[src/hw/nv_access_pkg.sv]
// constants, codes and states for the non-volatile memory access port
package nv_access_pkg;
    // ----------------------------------------------------------------
    // register map (operation register space)
    // ----------------------------------------------------------------
    localparam logic [7:0] NV_OFS_WORD = 8'h3C; // dword holding both latches
    localparam logic [7:0] NV_OFS_ADDR_DATA = 8'h3E; // address/data latch byte
    localparam logic [7:0] NV_OFS_ACCESS_CTRL = 8'h3F; // access-control latch byte
    localparam int NV_LANE_DATA = 2; // byte lane of the address/data latch
    localparam int NV_LANE_CTRL = 3; // byte lane of the access-control latch
    localparam int NV_DATA_LSB = 16; // address/data latch at bits 23:16
    localparam int NV_CTRL_LSB = 29; // access-control latch at bits 31:29
    localparam int NV_BUSY_BIT = 31; // enable on write, busy on read
    // ----------------------------------------------------------------
    // decode values of bits 30:29 and full commands
    // ----------------------------------------------------------------
    localparam logic [1:0] NV_DEC_LOW = 2'h0; // low address latch
    localparam logic [1:0] NV_DEC_HIGH = 2'h1; // high address latch
    localparam logic [1:0] NV_DEC_DATA = 2'h2; // data latch, write
    localparam logic [2:0] NV_CMD_WRITE = 3'h6; // C0h on the control byte
    localparam logic [2:0] NV_CMD_READ = 3'h7; // E0h on the control byte
    // ----------------------------------------------------------------
    // timing, in clock cycles
    // ----------------------------------------------------------------
    localparam int NV_SCL_DIV = 512; // serial clock divider
    localparam int NV_PAR_SETUP = 1; // address valid to strobe active
    localparam int NV_PAR_STROBE = 6; // strobe pulse width
    localparam int NV_PAR_CYCLE = 8; // whole byte-wide cycle
    localparam int NV_ROM_BYTES = 4; // bytes per expansion rom word
    // ----------------------------------------------------------------
    // serial frame byte slots
    // ----------------------------------------------------------------
    localparam logic [2:0] NV_B_DEVW = 3'h0; // device select, write
    localparam logic [2:0] NV_B_AHI = 3'h1; // high address
    localparam logic [2:0] NV_B_ALO = 3'h2; // low address
    localparam logic [2:0] NV_B_LAST_TX = 3'h3; // data (write) or device read
    localparam logic [2:0] NV_B_RX = 3'h4; // received data byte
    localparam logic [3:0] NV_ACK_BIT = 4'h8; // ninth bit of a byte
    localparam logic [6:0] NV_DEV_SEL = 7'h50; // serial device select code
    // ----------------------------------------------------------------
    // engine states
    // ----------------------------------------------------------------
    typedef enum logic [4:0] {
        ST_IDLE = 5'b00001,
        ST_PAR = 5'b00010,
        ST_START = 5'b00100,
        ST_BIT = 5'b01000,
        ST_STOP = 5'b10000
    } nv_state_t;
endpackage

[src/hw/nv_memory_access_port.sv]
// non-volatile memory access port: latches, byte-wide and serial engines
// Function
// - serial memory over clock and data only
// - byte-wide: 8-bit data, 16-bit address, strobes
// - host and local control registers both reach memory
// - rom window read is four byte reads
// - rom window writes never alter memory
// - 8-bit address/data latch at bits 23:16
// - 3-bit enable/decode latch at bits 31:29
// - target latches change only while enable set or on C0h
// - bit 31 reads busy during memory access
// - staged byte commits on next enable/decode change while enable set
// - 80h selects low address latch
// - A0h commits low, selects high latch
// - 00h clears enable, commits selected latch
// - C0h commits data, starts memory write
// - E0h starts read, byte returns in latch
// - latches at byte offsets 3Eh and 3Fh
// - serial clock is clock divided by 512
// - latched addresses kept, never incremented
`timescale 1ns/10ps
`default_nettype none
module nv_memory_access_port
    import nv_access_pkg::*;
#(
    parameter int SCL_DIV = nv_access_pkg::NV_SCL_DIV,
    parameter logic [6:0] DEV_SEL = nv_access_pkg::NV_DEV_SEL
) (
    // clock, reset, enable
    input wire logic mclk,
    input wire logic rst,
    input wire logic clk_en,
    // strap: serial memory fitted
    input wire logic serial_mode,
    // host side control/status register
    input wire logic host_wr,
    input wire logic [7:0] host_addr,
    input wire logic [3:0] host_be,
    input wire logic [31:0] host_wdata,
    output logic [31:0] host_rdata,
    // local side control/status register
    input wire logic local_wr,
    input wire logic [7:0] local_addr,
    input wire logic [3:0] local_be,
    input wire logic [31:0] local_wdata,
    output logic [31:0] local_rdata,
    // expansion rom window, read only
    input wire logic rom_req,
    input wire logic [15:0] rom_addr,
    output logic rom_ack,
    output logic [31:0] rom_data,
    // byte-wide memory
    output logic [15:0] parallel_mem_address_bus,
    output logic [7:0] parallel_mem_data_bus_o,
    input wire logic [7:0] parallel_mem_data_bus_i,
    output logic parallel_mem_data_bus_oe,
    output logic mem_read_strobe_n,
    output logic mem_write_strobe_n,
    // serial memory
    output logic scl,
    input wire logic sda_i,
    output logic sda_o,
    output logic sda_oe
);
    import nv_access_pkg::*;
    // ----------------------------------------------------------------
    // state
    // ----------------------------------------------------------------
    localparam int CW = $clog2(SCL_DIV); // divider counter width
    localparam int QTR = SCL_DIV / 4; // quarter of a serial bit
    typedef struct packed {
        nv_state_t st; // engine state
        logic [7:0] stage; // staged address/data byte
        logic [2:0] ctrl; // enable and decode bits
        logic [7:0] alo; // low address latch
        logic [7:0] ahi; // high address latch
        logic [7:0] dat; // data latch
        logic busy; // memory access running
        logic op_rd; // current access is a read
        logic rom_act; // rom word fetch running
        logic rom_pend; // rom word fetch waiting
        logic [13:0] rom_a; // rom word address
        logic [1:0] rom_idx; // byte within rom word
        logic [31:0] rom_buf; // bytes gathered so far
        logic rom_ack; // rom word done pulse
        logic [31:0] rom_data; // rom word returned
        logic [31:0] rdata; // register read-back
        logic [CW-1:0] cnt; // bit or cycle counter
        logic [3:0] bitn; // bit within serial byte
        logic [2:0] bytn; // byte slot within frame
        logic [7:0] shf; // serial transmit shifter
        logic [7:0] rx; // serial receive shifter
        logic [15:0] pa; // byte-wide address out
        logic [7:0] pq; // byte-wide data out
        logic poe; // byte-wide data enable
        logic prd; // read strobe, active high here
        logic pwr; // write strobe, active high here
        logic scl_lo; // serial clock held low
        logic sda_lo; // serial data pulled low
        logic [2:0] sy_sda; // serial data synchroniser
        logic sda_f; // filtered serial data
        logic [7:0] sy0; // data bus sync stage 1
        logic [7:0] sy1; // data bus sync stage 2
        logic [7:0] sy2; // data bus sync stage 3
        logic [7:0] pq_f; // filtered data bus
    } state_t;
    localparam state_t RST_VAL = '{st: ST_IDLE, default: '0};
    state_t q; // registered state
    state_t d; // next state
    // ----------------------------------------------------------------
    // helpers
    // ----------------------------------------------------------------
    // register word hit for a port
    function automatic logic reg_hit(input logic wr, input logic [7:0] a);
        reg_hit = wr && (a[7:2] == NV_OFS_WORD[7:2]);
    endfunction
    // quarter of the serial bit period
    function automatic logic [1:0] phase_of(input logic [CW-1:0] c);
        phase_of = c[CW-1 -: 2];
    endfunction
    // byte sent in a serial frame slot
    function automatic logic [7:0] tx_byte(input logic [2:0] slot, input state_t s);
        case (slot)
            NV_B_DEVW: tx_byte = {DEV_SEL, 1'b0};
            NV_B_AHI: tx_byte = s.rom_act ? s.rom_a[13:6] : s.ahi; // high byte of rom address
            NV_B_ALO: tx_byte = s.rom_act ? {s.rom_a[5:0], s.rom_idx} : s.alo;
            default: tx_byte = s.op_rd ? {DEV_SEL, 1'b1} : s.dat;
        endcase
    endfunction
    // ----------------------------------------------------------------
    // next state
    // ----------------------------------------------------------------
    always_comb begin
        logic acc, go, rd, fin, rxb; // strobes of this cycle
        logic [3:0] be; // byte enables taken
        logic [31:0] wd; // write word taken
        logic [7:0] stg, fbyte; // staged byte, finished byte
        logic [2:0] nc; // new enable/decode bits
        logic [1:0] ph; // serial quarter
        acc = 1'b0;
        be = '0;
        wd = '0;
        stg = q.stage;
        nc = q.ctrl;
        go = 1'b0;
        rd = 1'b0;
        fin = 1'b0;
        fbyte = '0;
        rxb = q.op_rd && (q.bytn == NV_B_RX);
        ph = phase_of(q.cnt);
        d = q;
        d.rom_ack = 1'b0;
        // pin synchronisers; a change counts once stages 2 and 3 agree
        d.sy_sda = {q.sy_sda[1:0], sda_i};
        if (q.sy_sda[1] == q.sy_sda[2]) begin
            d.sda_f = q.sy_sda[2];
        end
        d.sy0 = parallel_mem_data_bus_i;
        d.sy1 = q.sy0;
        d.sy2 = q.sy1;
        d.pq_f = (~(q.sy1 ^ q.sy2) & q.sy2) | ((q.sy1 ^ q.sy2) & q.pq_f);
        // host port wins a same-cycle clash with the local port
        if (reg_hit(host_wr, host_addr)) begin
            acc = 1'b1;
            be = host_be;
            wd = host_wdata;
        end else if (reg_hit(local_wr, local_addr)) begin
            acc = 1'b1;
            be = local_be;
            wd = local_wdata;
        end
        // latch writes are ignored while an access runs
        if (acc && !q.busy) begin
            if (be[NV_LANE_DATA]) begin
                stg = wd[NV_DATA_LSB +: 8];
                d.stage = stg;
            end
            if (be[NV_LANE_CTRL]) begin
                nc = wd[NV_CTRL_LSB +: 3];
                // commit only on an enable/decode change with the door open
                if (q.ctrl[2] && (nc != q.ctrl)) begin
                    case (q.ctrl[1:0])
                        NV_DEC_LOW: d.alo = stg;
                        NV_DEC_HIGH: d.ahi = stg;
                        NV_DEC_DATA: d.dat = stg;
                        default: ;
                    endcase
                end
                d.dat = (nc == NV_CMD_WRITE) ? stg : d.dat; // write takes staged byte
                d.ctrl = nc;
                go = (nc == NV_CMD_WRITE) || (nc == NV_CMD_READ);
                rd = (nc == NV_CMD_READ);
            end
        end
        // rom window: only reads exist, so memory is never written here
        if (rom_req && !q.rom_pend && !q.rom_act) begin
            d.rom_pend = 1'b1;
            d.rom_a = rom_addr[15:2];
        end
        // engine
        case (q.st)
            ST_IDLE: begin
                d.scl_lo = 1'b0;
                d.sda_lo = 1'b0;
                d.prd = 1'b0;
                d.pwr = 1'b0;
                d.poe = 1'b0;
                if (go || q.rom_pend) begin
                    d.busy = 1'b1;
                    d.op_rd = go ? rd : 1'b1;
                    d.rom_act = !go;
                    d.rom_pend = go ? d.rom_pend : 1'b0;
                    d.rom_idx = '0;
                    d.cnt = '0;
                    d.bytn = NV_B_DEVW;
                    d.st = serial_mode ? ST_START : ST_PAR;
                end
            end
            ST_PAR: begin
                // address first, strobe for six cycles, one to recover
                d.cnt = q.cnt + 1'b1;
                d.pa = q.rom_act ? {q.rom_a, q.rom_idx} : {q.ahi, q.alo};
                d.pq = q.dat;
                d.poe = !q.op_rd;
                d.prd = q.op_rd && (q.cnt >= CW'(NV_PAR_SETUP))
                    && (q.cnt < CW'(NV_PAR_SETUP + NV_PAR_STROBE));
                d.pwr = !q.op_rd && (q.cnt >= CW'(NV_PAR_SETUP))
                    && (q.cnt < CW'(NV_PAR_SETUP + NV_PAR_STROBE));
                if (q.cnt == CW'(NV_PAR_CYCLE - 1)) begin
                    fin = 1'b1;
                    fbyte = q.pq_f;
                end
            end
            ST_START: begin
                // clock high, then data falls while clock is high
                d.cnt = q.cnt + 1'b1;
                d.scl_lo = (ph == 2'h0) || (ph == 2'h3);
                d.sda_lo = ph[1];
                if (q.cnt == CW'(SCL_DIV - 1)) begin
                    d.st = ST_BIT;
                    d.bitn = '0;
                    d.shf = tx_byte(q.bytn, q);
                end
            end
            ST_BIT: begin
                // data moves in quarter 0, clock high in quarters 1 and 2
                d.cnt = q.cnt + 1'b1;
                d.scl_lo = (ph == 2'h0) || (ph == 2'h3);
                d.sda_lo = (q.bitn < NV_ACK_BIT) && !rxb && !q.shf[7];
                if (rxb && (q.bitn < NV_ACK_BIT) && (q.cnt == CW'(2 * QTR))) begin
                    d.rx = {q.rx[6:0], q.sda_f};
                end
                if (q.cnt == CW'(SCL_DIV - 1)) begin
                    if (q.bitn < NV_ACK_BIT) begin
                        d.bitn = q.bitn + 1'b1;
                        d.shf = {q.shf[6:0], 1'b0};
                    end else if (q.op_rd && (q.bytn == NV_B_ALO)) begin
                        d.bytn = NV_B_LAST_TX; // repeated start for the read
                        d.st = ST_START;
                    end else if (q.bytn == (q.op_rd ? NV_B_RX : NV_B_LAST_TX)) begin
                        d.st = ST_STOP;
                    end else begin
                        d.bytn = q.bytn + 1'b1;
                        d.bitn = '0;
                        d.shf = tx_byte(q.bytn + 1'b1, q);
                    end
                end
            end
            ST_STOP: begin
                // data rises while the clock is high
                d.cnt = q.cnt + 1'b1;
                d.scl_lo = (ph == 2'h0);
                d.sda_lo = !ph[1];
                if (q.cnt == CW'(SCL_DIV - 1)) begin
                    fin = 1'b1;
                    fbyte = q.rx;
                end
            end
            default: d.st = ST_IDLE;
        endcase
        // end of one byte access
        if (fin) begin
            d.cnt = '0;
            d.bytn = NV_B_DEVW;
            d.st = ST_IDLE;
            d.busy = 1'b0;
            if (q.rom_act) begin
                d.rom_buf[q.rom_idx * 8 +: 8] = fbyte;
                if (q.rom_idx == 2'(NV_ROM_BYTES - 1)) begin
                    d.rom_data = {fbyte, q.rom_buf[23:0]};
                    d.rom_ack = 1'b1;
                    d.rom_act = 1'b0;
                end else begin
                    d.rom_idx = q.rom_idx + 1'b1;
                    d.busy = 1'b1;
                    d.st = serial_mode ? ST_START : ST_PAR;
                end
            end else if (q.op_rd) begin
                d.stage = fbyte;
            end
        end
        // read-back word: busy, decode and address/data latch
        d.rdata = '0;
        d.rdata[NV_BUSY_BIT] = d.busy;
        d.rdata[NV_CTRL_LSB +: 2] = d.ctrl[1:0];
        d.rdata[NV_DATA_LSB +: 8] = d.stage;
    end
    // ----------------------------------------------------------------
    // state register, frozen while the clock enable is low
    // ----------------------------------------------------------------
    always_ff @(posedge mclk or posedge rst) begin
        if (rst) begin
            q <= RST_VAL;
        end else if (clk_en) begin
            q <= d;
        end
    end
    // ----------------------------------------------------------------
    // outputs
    // ----------------------------------------------------------------
    // both requesters see the same latches
    assign host_rdata = q.rdata;
    assign local_rdata = q.rdata;
    assign rom_ack = q.rom_ack;
    assign rom_data = q.rom_data;
    assign parallel_mem_address_bus = q.pa;
    assign parallel_mem_data_bus_o = q.pq;
    assign parallel_mem_data_bus_oe = q.poe;
    assign mem_read_strobe_n = !q.prd;
    assign mem_write_strobe_n = !q.pwr;
    // serial data is open drain: only ever pulled low
    assign scl = !q.scl_lo;
    assign sda_o = 1'b0;
    assign sda_oe = q.sda_lo;
endmodule // nv_memory_access_port
`default_nettype wire

[config.mk]
export PLATFORM = sky130hd
export DESIGN_NAME = nv_memory_access_port
export DESIGN_NICKNAME = d
export VERILOG_FILES = /design/src/hw/nv_access_pkg.sv /design/src/hw/nv_memory_access_port.sv
export SDC_FILE = /design/constraint.sdc
export NUM_CORES = 1
export LEC_CHECK = 0
export ABC_AREA = 0
export BUFFER_PORTS_ARGS = -buffer_cell sky130_fd_sc_hd__clkbuf_2
export CAP_MARGIN = 25
export CORE_ASPECT_RATIO = 1.25
export CORE_UTILIZATION = 30
export CTS_CLUSTER_DIAMETER = 30
export DETAILED_ROUTE_END_ITERATION = 8
export PLACE_DENSITY = 0.47
export SYNTH_ARGS = -nofsm -noshare
export SYNTH_HDL_FRONTEND = slang
export SYNTH_SLANG_ARGS = --single-unit
[constraint.sdc]
create_clock -name mclk -period 10.7 [get_ports mclk]
set_clock_uncertainty 0.15 [all_clocks]
set_input_delay 1.07 -clock mclk [delete_from_list [all_inputs] [get_ports mclk]]
set_output_delay 1.07 -clock mclk [all_outputs]
set_load 0.01 [all_outputs]
Yosys cells after proc, flatten, opt, wreduce, memory -nomap -nowiden:

Index checks and enable logic that the tools add are counted.

* word-level logic and storage cells: 227
* register bits: 233
* input bits: 120

* add/sub/neg operators: 5
* equal/unequal tests: 35
* bitwise logic cells: 5
* shifts and indexed selects: 2
* reductions and logical operators: 60
* $lt $le $gt $ge: 3
* multiplexer cells: 82

Operators by type and width (number)
* 67-bit 2-to-1 mux: 2
* 8-bit 2-to-1 mux: 15
* 32-bit 2-to-1 mux: 2
* 8-bit one-hot mux with 3 select lines: 2
* 15-bit 2-to-1 mux: 3
* 35-bit 2-to-1 mux: 1
* 5-bit 2-to-1 mux: 7
* 5-bit negation with 34-bit output: 1
* 8-bit by 34-bit variable shift with 32-bit output (first input constant): 1
* 8-bit by 34-bit variable part select with 32-bit output: 1
* 33-bit 2-to-1 mux: 1
* 32-bit bitwise mux: 1
* 8-bit one-hot mux with 2 select lines: 2
* 4-bit 2-to-1 mux: 7
* 27-bit 2-to-1 mux: 1
* 24-bit 2-to-1 mux: 1
* 3-bit 2-to-1 mux: 7
* 5-bit one-hot mux with 4 select lines: 1
* 9-bit equality test (second input constant): 2
* 9-bit 2-to-1 mux: 2
* 3-bit != test (second input constant): 6
* 9-bit one-hot mux with 2 select lines: 1
* 8-bit bitwise AND: 2
* 1-bit logical AND: 16
* 51 further kinds: 107

Logic depth before layout (Yosys ltp):

Gate-level depths: netlist (run 1).

* depth in word-level cells: 14
* depth in mapped cells: 11
* mapped depth without buffers: 11

Worst setup path before layout (run 1):

Ideal clock, no wire load.

* path type: input-to-reg
* from: input local_addr[6]
* to: register q[226] (netlist bit)
* arrival time: 2.881 ns
* stages: 7
* data required time: 10.425 ns
* setup time: 0.125 ns
* setup slack: 7.544 ns
* path through: and4bb_2 and4_1 and3_1 a21oi_2 buf_2 mux2_2 mux2_2

* cells in the longest elaborated chain, start to end: 7
* elaborated cells on any way between the ends: 13

RTL lines
* from (decl): line nv_memory_access_port.sv:43 `input wire logic [7:0] local_addr,`
* 6-bit by 4-bit equality test with 1-bit output *: line nv_memory_access_port.sv:115 `reg_hit = wr && (a[7:2] == NV_OFS_WORD[7:2]);`
* 1-bit logical AND *: line nv_memory_access_port.sv:115
* 32-bit 2-to-1 mux: line nv_memory_access_port.sv:167 `end else if (reg_hit(local_wr, local_addr)) begin`
* 32-bit 2-to-1 mux: line nv_memory_access_port.sv:163 `if (reg_hit(host_wr, host_addr)) begin`
* 3-bit != test: line nv_memory_access_port.sv:181 `if (q.ctrl[2] && (nc != q.ctrl)) begin`
* 1-bit logical AND: line nv_memory_access_port.sv:181
* 5-bit AND reduction (no line)
* to (signal assigned): line nv_memory_access_port.sv:313 `q <= RST_VAL;`
* to (signal assigned): line nv_memory_access_port.sv:315 `q <= d;`
* to (decl): line nv_memory_access_port.sv:108 `state_t q;`

Mark *: on every way between the ends. The rest lies on a longest branch, timed or not.
A chain may end at the register's enable or synchronous reset.

Worst setup path in the final report (run 1):

* from: register q[88] (netlist bit)
* to: register q[167] (netlist bit)

* cells in the longest elaborated chain, start to end: 5
* elaborated cells on any way between the ends: 11

RTL lines
* 9-bit equality test / 9-bit by 3-bit equality test with 1-bit output (equally long branches): line nv_memory_access_port.sv:274, nv_memory_access_port.sv:229
* 8-bit 2-to-1 mux (on tied branches): line nv_memory_access_port.sv:274, nv_memory_access_port.sv:229
* 8-bit one-hot mux with 2 select lines: line nv_memory_access_port.sv:201 `case (q.st)`
* 8-bit by 34-bit variable part select with 32-bit output: line nv_memory_access_port.sv:288 `d.rom_buf[q.rom_idx * 8 +: 8] = fbyte;`
* 32-bit bitwise mux: line nv_memory_access_port.sv:288

Several ways; a longest one is shown, not always the timed one.

==> results of run 1 <==
## tightest hold or removal path, cell delays in order (launching register included)
cell and delay (ps):
dfrtp_1 330, nand2_1 50, o31ai_1 50
## state kept, by name, summed over array words and instances, names as in the netlist, named ones only
name                      flops
parallel_mem_data_bus_o       8
host_rdata                    2
parallel_mem_data_bus_oe      1
d                            18
sda_oe                        1
rom_data                     32
parallel_mem_address_bus     16
q                           127
rom_ack                       1
## routing by layer
metal | vias to the layer above | global-route usage | wire length, um
met4 | 0 | 0.0643 | 906
met5 | - | 0 | 0
li1 | 3809 | - | -
met1 | 3889 | 0.197 | 12900
met2 | 227 | 0.246 | 13900
met3 | 56 | 0.0258 | 1190
## logic make-up (layout without fill, tap and decap cells)
family,after synthesis,after routing,synth area share
AO/OA/AOI/OAI,218,218,0.139
XOR/XNOR,5,5,0.00386
adder cells (fa/ha/maj),17,17,0.0188
buffers and inverters,197,272,0.108
flip-flops,214,214,0.472
multiplexers,148,148,0.145
other,1,43,0.000331
AND/OR/NAND/NOR,252,252,0.113
## path summary, 6_finish.rpt
check                                 endpoint
setup / recovery            q[167]$_DFFE_PP0P_
hold reg to reg             q[166]$_DFFE_PP0P_
hold / removal              q[166]$_DFFE_PP0P_
min in group asynchronous  rom_ack$_DFFE_PP0P_
max in group asynchronous    q[66]$_DFFE_PP0P_
setup reg to reg            q[167]$_DFFE_PP0P_
## synthesized netlist by cell type (7+ instances only)
cell type,n,area (um^2)
o22ai_1,9,56.3
o221ai_1,11,96.3
ha_1,17,213
clkbuf_1,23,86.3
mux2_2,126,1420
dfrtp_1,213,5330
buf_4,122,916
o31ai_1,31,233
nand2_1,101,379
nand3_1,26,130
nand2b_1,17,106
a21oi_1,29,145
nor2_1,36,135
a221oi_1,7,61.3
nor3_1,16,80.1
buf_2,19,95.1
nand4_1,8,50.1
inv_1,28,105
nor2b_1,7,43.8
o21ai_0,52,260
mux2i_1,22,220
a22oi_1,12,90.1
a211oi_1,7,52.6
## area by class of cell
type / instances / area (um^2)
clock buffer: 55 / 1250
clock inverter: 29 / 274
fill: 3695 / 23900
inverter: 28 / 113
multi-input combinational: 683 / 4930
sequential: 214 / 5360
tap: 486 / 608
timing repair buffer: 160 / 847
## report_power, final
group / internal (mW) / switching [mW] / total [mW]
Clock: 0.905 / 0.471 / 1.38
Combinational: 0.202 / 0.290 / 0.492
Sequential: 0.910 / 0.101 / 1.01
Total: 2.02 / 0.862 / 2.88
## per-stage QoR
stage | area [um^2] | hold slack (ps) | setup slack [ps] | power [mW]
floorplan | 11500 | 294 | 3630 | 1.39
global placement | 11800 | 307 | 6580 | 1.51
detailed placement | 11800 | 314 | 6590 | 1.52
CTS | 13300 | 325 | 6570 | 2.91
global route | 13400 | 349 | 6730 | 3.02
finish | 13400 | 321 | 6990 | 2.88
==> impl_metrics.py, run 1 <==
metrics = {
    "finish": {
        "layout_commonest_cell": "dfrtp_1",
        "final_cell_count_no_fill": 1655,
        "areaGrowthSynthToFinish_pct": 18.0,
        "fin_util": 0.359,
        "layout_common_cells": "213 x dfrtp_1, 151 x clkbuf_2, 126 x mux2_2",
        "drive_gt1_frac": 0.334,
        "nets": 1269,
        "antennaDiodeCount": 0,
    },
    "global_routing": {
        "grt_max_degree": 85,
        "overflow": 0,
        "grt_usage": 0.151,
        "grt_first_pass_wirelength_um": 45300,
        "grt_pass1_vias": 7890,
        "antenna_found_initial": 0,
    },
    "route": {
        "totalWireLength_um": 28900,
        "routedWlPerCell_um": 17.5,
        "final_antenna_net_count": 0,
        "drc": 0,
        "via_count": 7981,
        "first_pass_iters": 5,
        "vias_per_cell": 4.82,
        "drtIter0Drc": 508,
    },
    "min_path": {
        "worstHoldStart": "q[166]$_DFFE_PP0P_",
        "min_path_cells": 2,
        "hp-class": "reg2reg",
    },
    "floorplan": {
        "die_w_um": 176,
        "core_mm2": 0.0373,
        "dieArea_mm2": 0.0386,
        "ios": 247,
        "die_y_um": 219,
        "rows": 79,
        "start_util": 0.304,
    },
    "clock_tree": {
        "cts_setup_buffers": 0,
        "cts_hold_buf": 0,
        "tritoncts_num_sinks": 214,
        "clk-insertion-delay-late_ps": 540,
        "root_buffer": "clkbuf_16",
        "cts.clk_slew.worst_paths_ps": 50,
        "h-tree-depth": 2,
        "cts-buffers-inserted": 45,
        "cts_tree": "yes",
        "ctsResizeCount": 0,
        "max-clock-path-buffers": 3,
    },
    "power_and_ir_drop": {
        "ir_worst_vdd_uv": 106,
        "p_leak_nw": 6.31,
        "power_density_mw_per_mm2": 215,
    },
    "sta": {
        "finalSetupTns_ps": 0,
        "hold_viol": 0,
        "worst_pin_slew_ps": 971,
        "finalCritPeriodShare": 0.346,
        "setup_viol": 0,
        "max_freq_ghz": 0.270,
        "slew_headroom": 0.352,
        "rsz0062_at_grt": "false",
        "fin_crit_ps": 3710,
        "slew_violations": 0,
    },
    "setup_path": {
        "critical-path-top-delay-family": "simple AND/OR/NAND/NOR gates",
        "startpoint": "q[88]$_DFFE_PP0P_",
        "cp_num_cells": 9,
        "critical_path.max_fanout": 16,
        "reg2reg_depth": 9,
        "slowest_delay_ps": 610,
        "cp_slowest_cell": "and4b_1",
        "critPathBufInv": 0,
        "r2r_start": "q[88]$_DFFE_PP0P_",
        "path_cells": "ha_1, nand3_1, or2_2, nor2_1, ha_1, and4b_1, o21a_2, nand3_1, o31ai_1",
        "end_kind": "flop",
        "start_kind": "flop",
        "crit_arrival_ps": 3970,
        "critPathKind": "reg2reg",
        "required_ps": 10960,
        "r2r_slack_ps": 6990,
    },
    "place": {
        "place_hpwl_um": 20500,
        "dp_cells": 1568,
        "globalplace.congestion": 0.799,
        "port_buffers": 151,
    },
    "synthesis": {
        "syn_inst": 1052,
        "syn_area_per_cell_um2": 10.8,
        "async_flop_share": 1.00,
        "synth_edf_count": 0,
        "synth_seq_cells": 214,
        "yosysSeqAreaShare": 0.472,
        "yosysWarnings": 0,
        "syn_area_mm2": 0.0113,
        "synth_cell_types": 84,
        "dominantRegCellSynth": "dfrtp_1",
    },
    "run_status": {
        "status": "finished, final reports clean",
    },
    "flow_run": {
        "maxCapViolCount": 0,
    },
}
(Power assumes the default switching activity.)
==> run 2, diff against run 1 <==
PLACE_DENSITY = 0.49   (was 0.47)
clock period = 3.3 ns   (was 10.7 ns; I/O delays follow)
==> run 2 against run 1 <==
Register-to-register slack worse by 6700 ps. Global-route usage grew 0.066 points. Via count rose by 2.1%. Critical path type unchanged. Largest power group unchanged.
==> impl_metrics.py, run 2 (synthesis gave the netlist of run 1 again) <==
metrics = {
    "clock_tree": {
        "cts-buffers-inserted": 40,
        "cts.clk_slew.worst_paths_ps": 50,
        "root_buffer": "clkbuf_16",
        "max-clock-path-buffers": 3,
        "cts_setup_buffers": 0,
        "tritoncts_num_sinks": 214,
        "cts_tree": "yes",
        "clk-insertion-delay-late_ps": 530,
        "h-tree-depth": 2,
    },
    "min_path": {
        "min_to": "q[240]$_DFFE_PP0P_",
        "worstHoldStart": "host_wdata[31]",
        "min_path_cells": 3,
        "hp-class": "in2reg",
    },
    "setup_path": {
        "r2r_slack_ps": 320,
        "r2r_start": "q[89]$_DFFE_PP0P_",
        "end_kind": "flop",
        "reg2reg_depth": 10,
        "required_ps": 3560,
        "crit_arrival_ps": 3240,
        "critical_path.max_fanout": 41,
        "critPathKind": "reg2reg",
        "start_kind": "flop",
        "r2r_end": "rom_data[0]$_DFFE_PP0P_",
    },
    "floorplan": {
        "ios": 247,
        "die_y_um": 219,
        "dieArea_mm2": 0.0386,
        "die_w_um": 176,
        "rows": 79,
        "start_util": 0.304,
        "core_mm2": 0.0373,
    },
    "route": {
        "via_count": 8152,
        "routedWlPerCell_um": 17.2,
        "totalWireLength_um": 29200,
        "drtIter0Drc": 414,
        "drc": 0,
        "final_antenna_net_count": 0,
        "first_pass_iters": 5,
        "vias_per_cell": 4.80,
    },
    "sta": {
        "worst_pin_slew_ps": 982,
        "setup_viol": 0,
        "max_freq_ghz": 0.336,
        "finalSetupTns_ps": 0,
        "finalCritPeriodShare": 0.903,
        "rsz0062_at_grt": "false",
        "slew_headroom": 0.344,
        "slew_violations": 0,
        "fin_crit_ps": 2980,
        "hold_viol": 0,
        "fin_ws_ps": 321,
    },
    "global_routing": {
        "grt_max_degree": 82,
        "overflow": 0,
        "grt_usage": 0.152,
        "antenna_found_initial": 0,
        "grt_pass1_vias": 7992,
        "grt_first_pass_wirelength_um": 45500,
    },
    "place": {
        "port_buffers": 151,
        "place_hpwl_um": 21000,
        "globalplace.congestion": 0.828,
        "post-place-ws_ps": 146,
    },
    "finish": {
        "fin_util": 0.366,
        "top_register": "q",
        "nets": 1317,
        "drive_gt1_frac": 0.339,
        "antennaDiodeCount": 0,
        "layout_commonest_cell": "dfrtp_1",
        "largest_register_ffs": 127,
        "layout_common_cells": "213 x dfrtp_1, 151 x clkbuf_2, 126 x mux2_2",
        "areaGrowthSynthToFinish_pct": 20.2,
    },
    "power_and_ir_drop": {
        "power_density_mw_per_mm2": 653,
        "ir_worst_vdd_uv": 323,
        "finalPower_mw": 8.90,
        "p_leak_nw": 6.43,
    },
    "flow_run": {
        "maxCapViolCount": 0,
    },
    "run_status": {
        "status": "finished, final reports clean",
    },
}
run 2: cell count changes in the layout (fill, tap and decap cells not counted), moves of 4 or more:
cell,delta
dlygate4sd3_1,+24
buf_4,+30
clkbuf_8,-4
clkinv_2,-4
clkbuf_16,-5
inv_6,+4
run 2: cell type report:
| class | count | area, um^2 |
|---|---|---|
| Timing Repair Buffer | 213 | 1310 |
| Multi-Input combinational cell | 683 | 4940 |
| Clock buffer | 45 | 1060 |
| Clock inverter | 28 | 246 |
| Fill cell | 3681 | 23600 |
| Inverter | 28 | 109 |
| Tap cell | 486 | 608 |
| Sequential cell | 214 | 5360 |
run 2: how the worst max path moves through the flow:
stage / slack (ps) / from / endpoint / cells past startpoint
final: 320 / q[89]$_DFFE_PP0P_ / rom_data[0]$_DFFE_PP0P_ / 10
after global routing: 100 / q[89]$_DFFE_PP0P_ / rom_data[21]$_DFFE_PP0P_ / 10
after CTS: 160 / q[89]$_DFFE_PP0P_ / q[82]$_DFFE_PP0P_ / 10
after detailed placement: 150 / q[89]$_DFFE_PP0P_ / q[82]$_DFFE_PP0P_ / 10
after global placement: 160 / q[89]$_DFFE_PP0P_ / q[82]$_DFFE_PP0P_ / 10
after floorplan: 40 / rst / async pin / 1
run 2: worst max-delay path, cell delays in order, from the launching register on:
cell and delay (ps):
dfrtp_1 400, ha_1 220, nand3_1 120, or2_2 340
nor2_1 130, ha_1 250, and4b_1 290, o21a_2 270
nand3_2 90, buf_4 270, mux2_2 320
run 2: repair_timing:
action                                 4_1_cts  5_1_grt
gates resized for setup                      0        2
setup endpoints to repair                    0        3
hold buffers                                24        0
endpoints found under the hold margin       52        0
run 2: report_power, final:
part	internal (mW)	switching, mW	leakage (nW)
Sequential	2.95	0.357	2.86
Combinational	0.737	0.923	2.95
Clock	2.45	1.49	0.618
run 2: through the flow:
stage	cell area (um^2)	hold WS [ps]	instances
after global placement	12100	306	1600
after floorplan	11500	294	1094
final	13600	39.8	1697
after global routing	13600	57.8	1697
after detailed placement	12100	312	1600
after CTS	13600	15.3	1697
run 2: metal layers:
| metal | vias up | part of all wire | global-route usage |
|---|---|---|---|
| li1 | 3897 | - | - |
| met1 | 3978 | 0.44 | 0.192 |
| met2 | 225 | 0.49 | 0.256 |
| met5 | - | 0 | 0 |
| met3 | 52 | 0.045 | 0.0279 |
| met4 | 0 | 0.027 | 0.0580 |
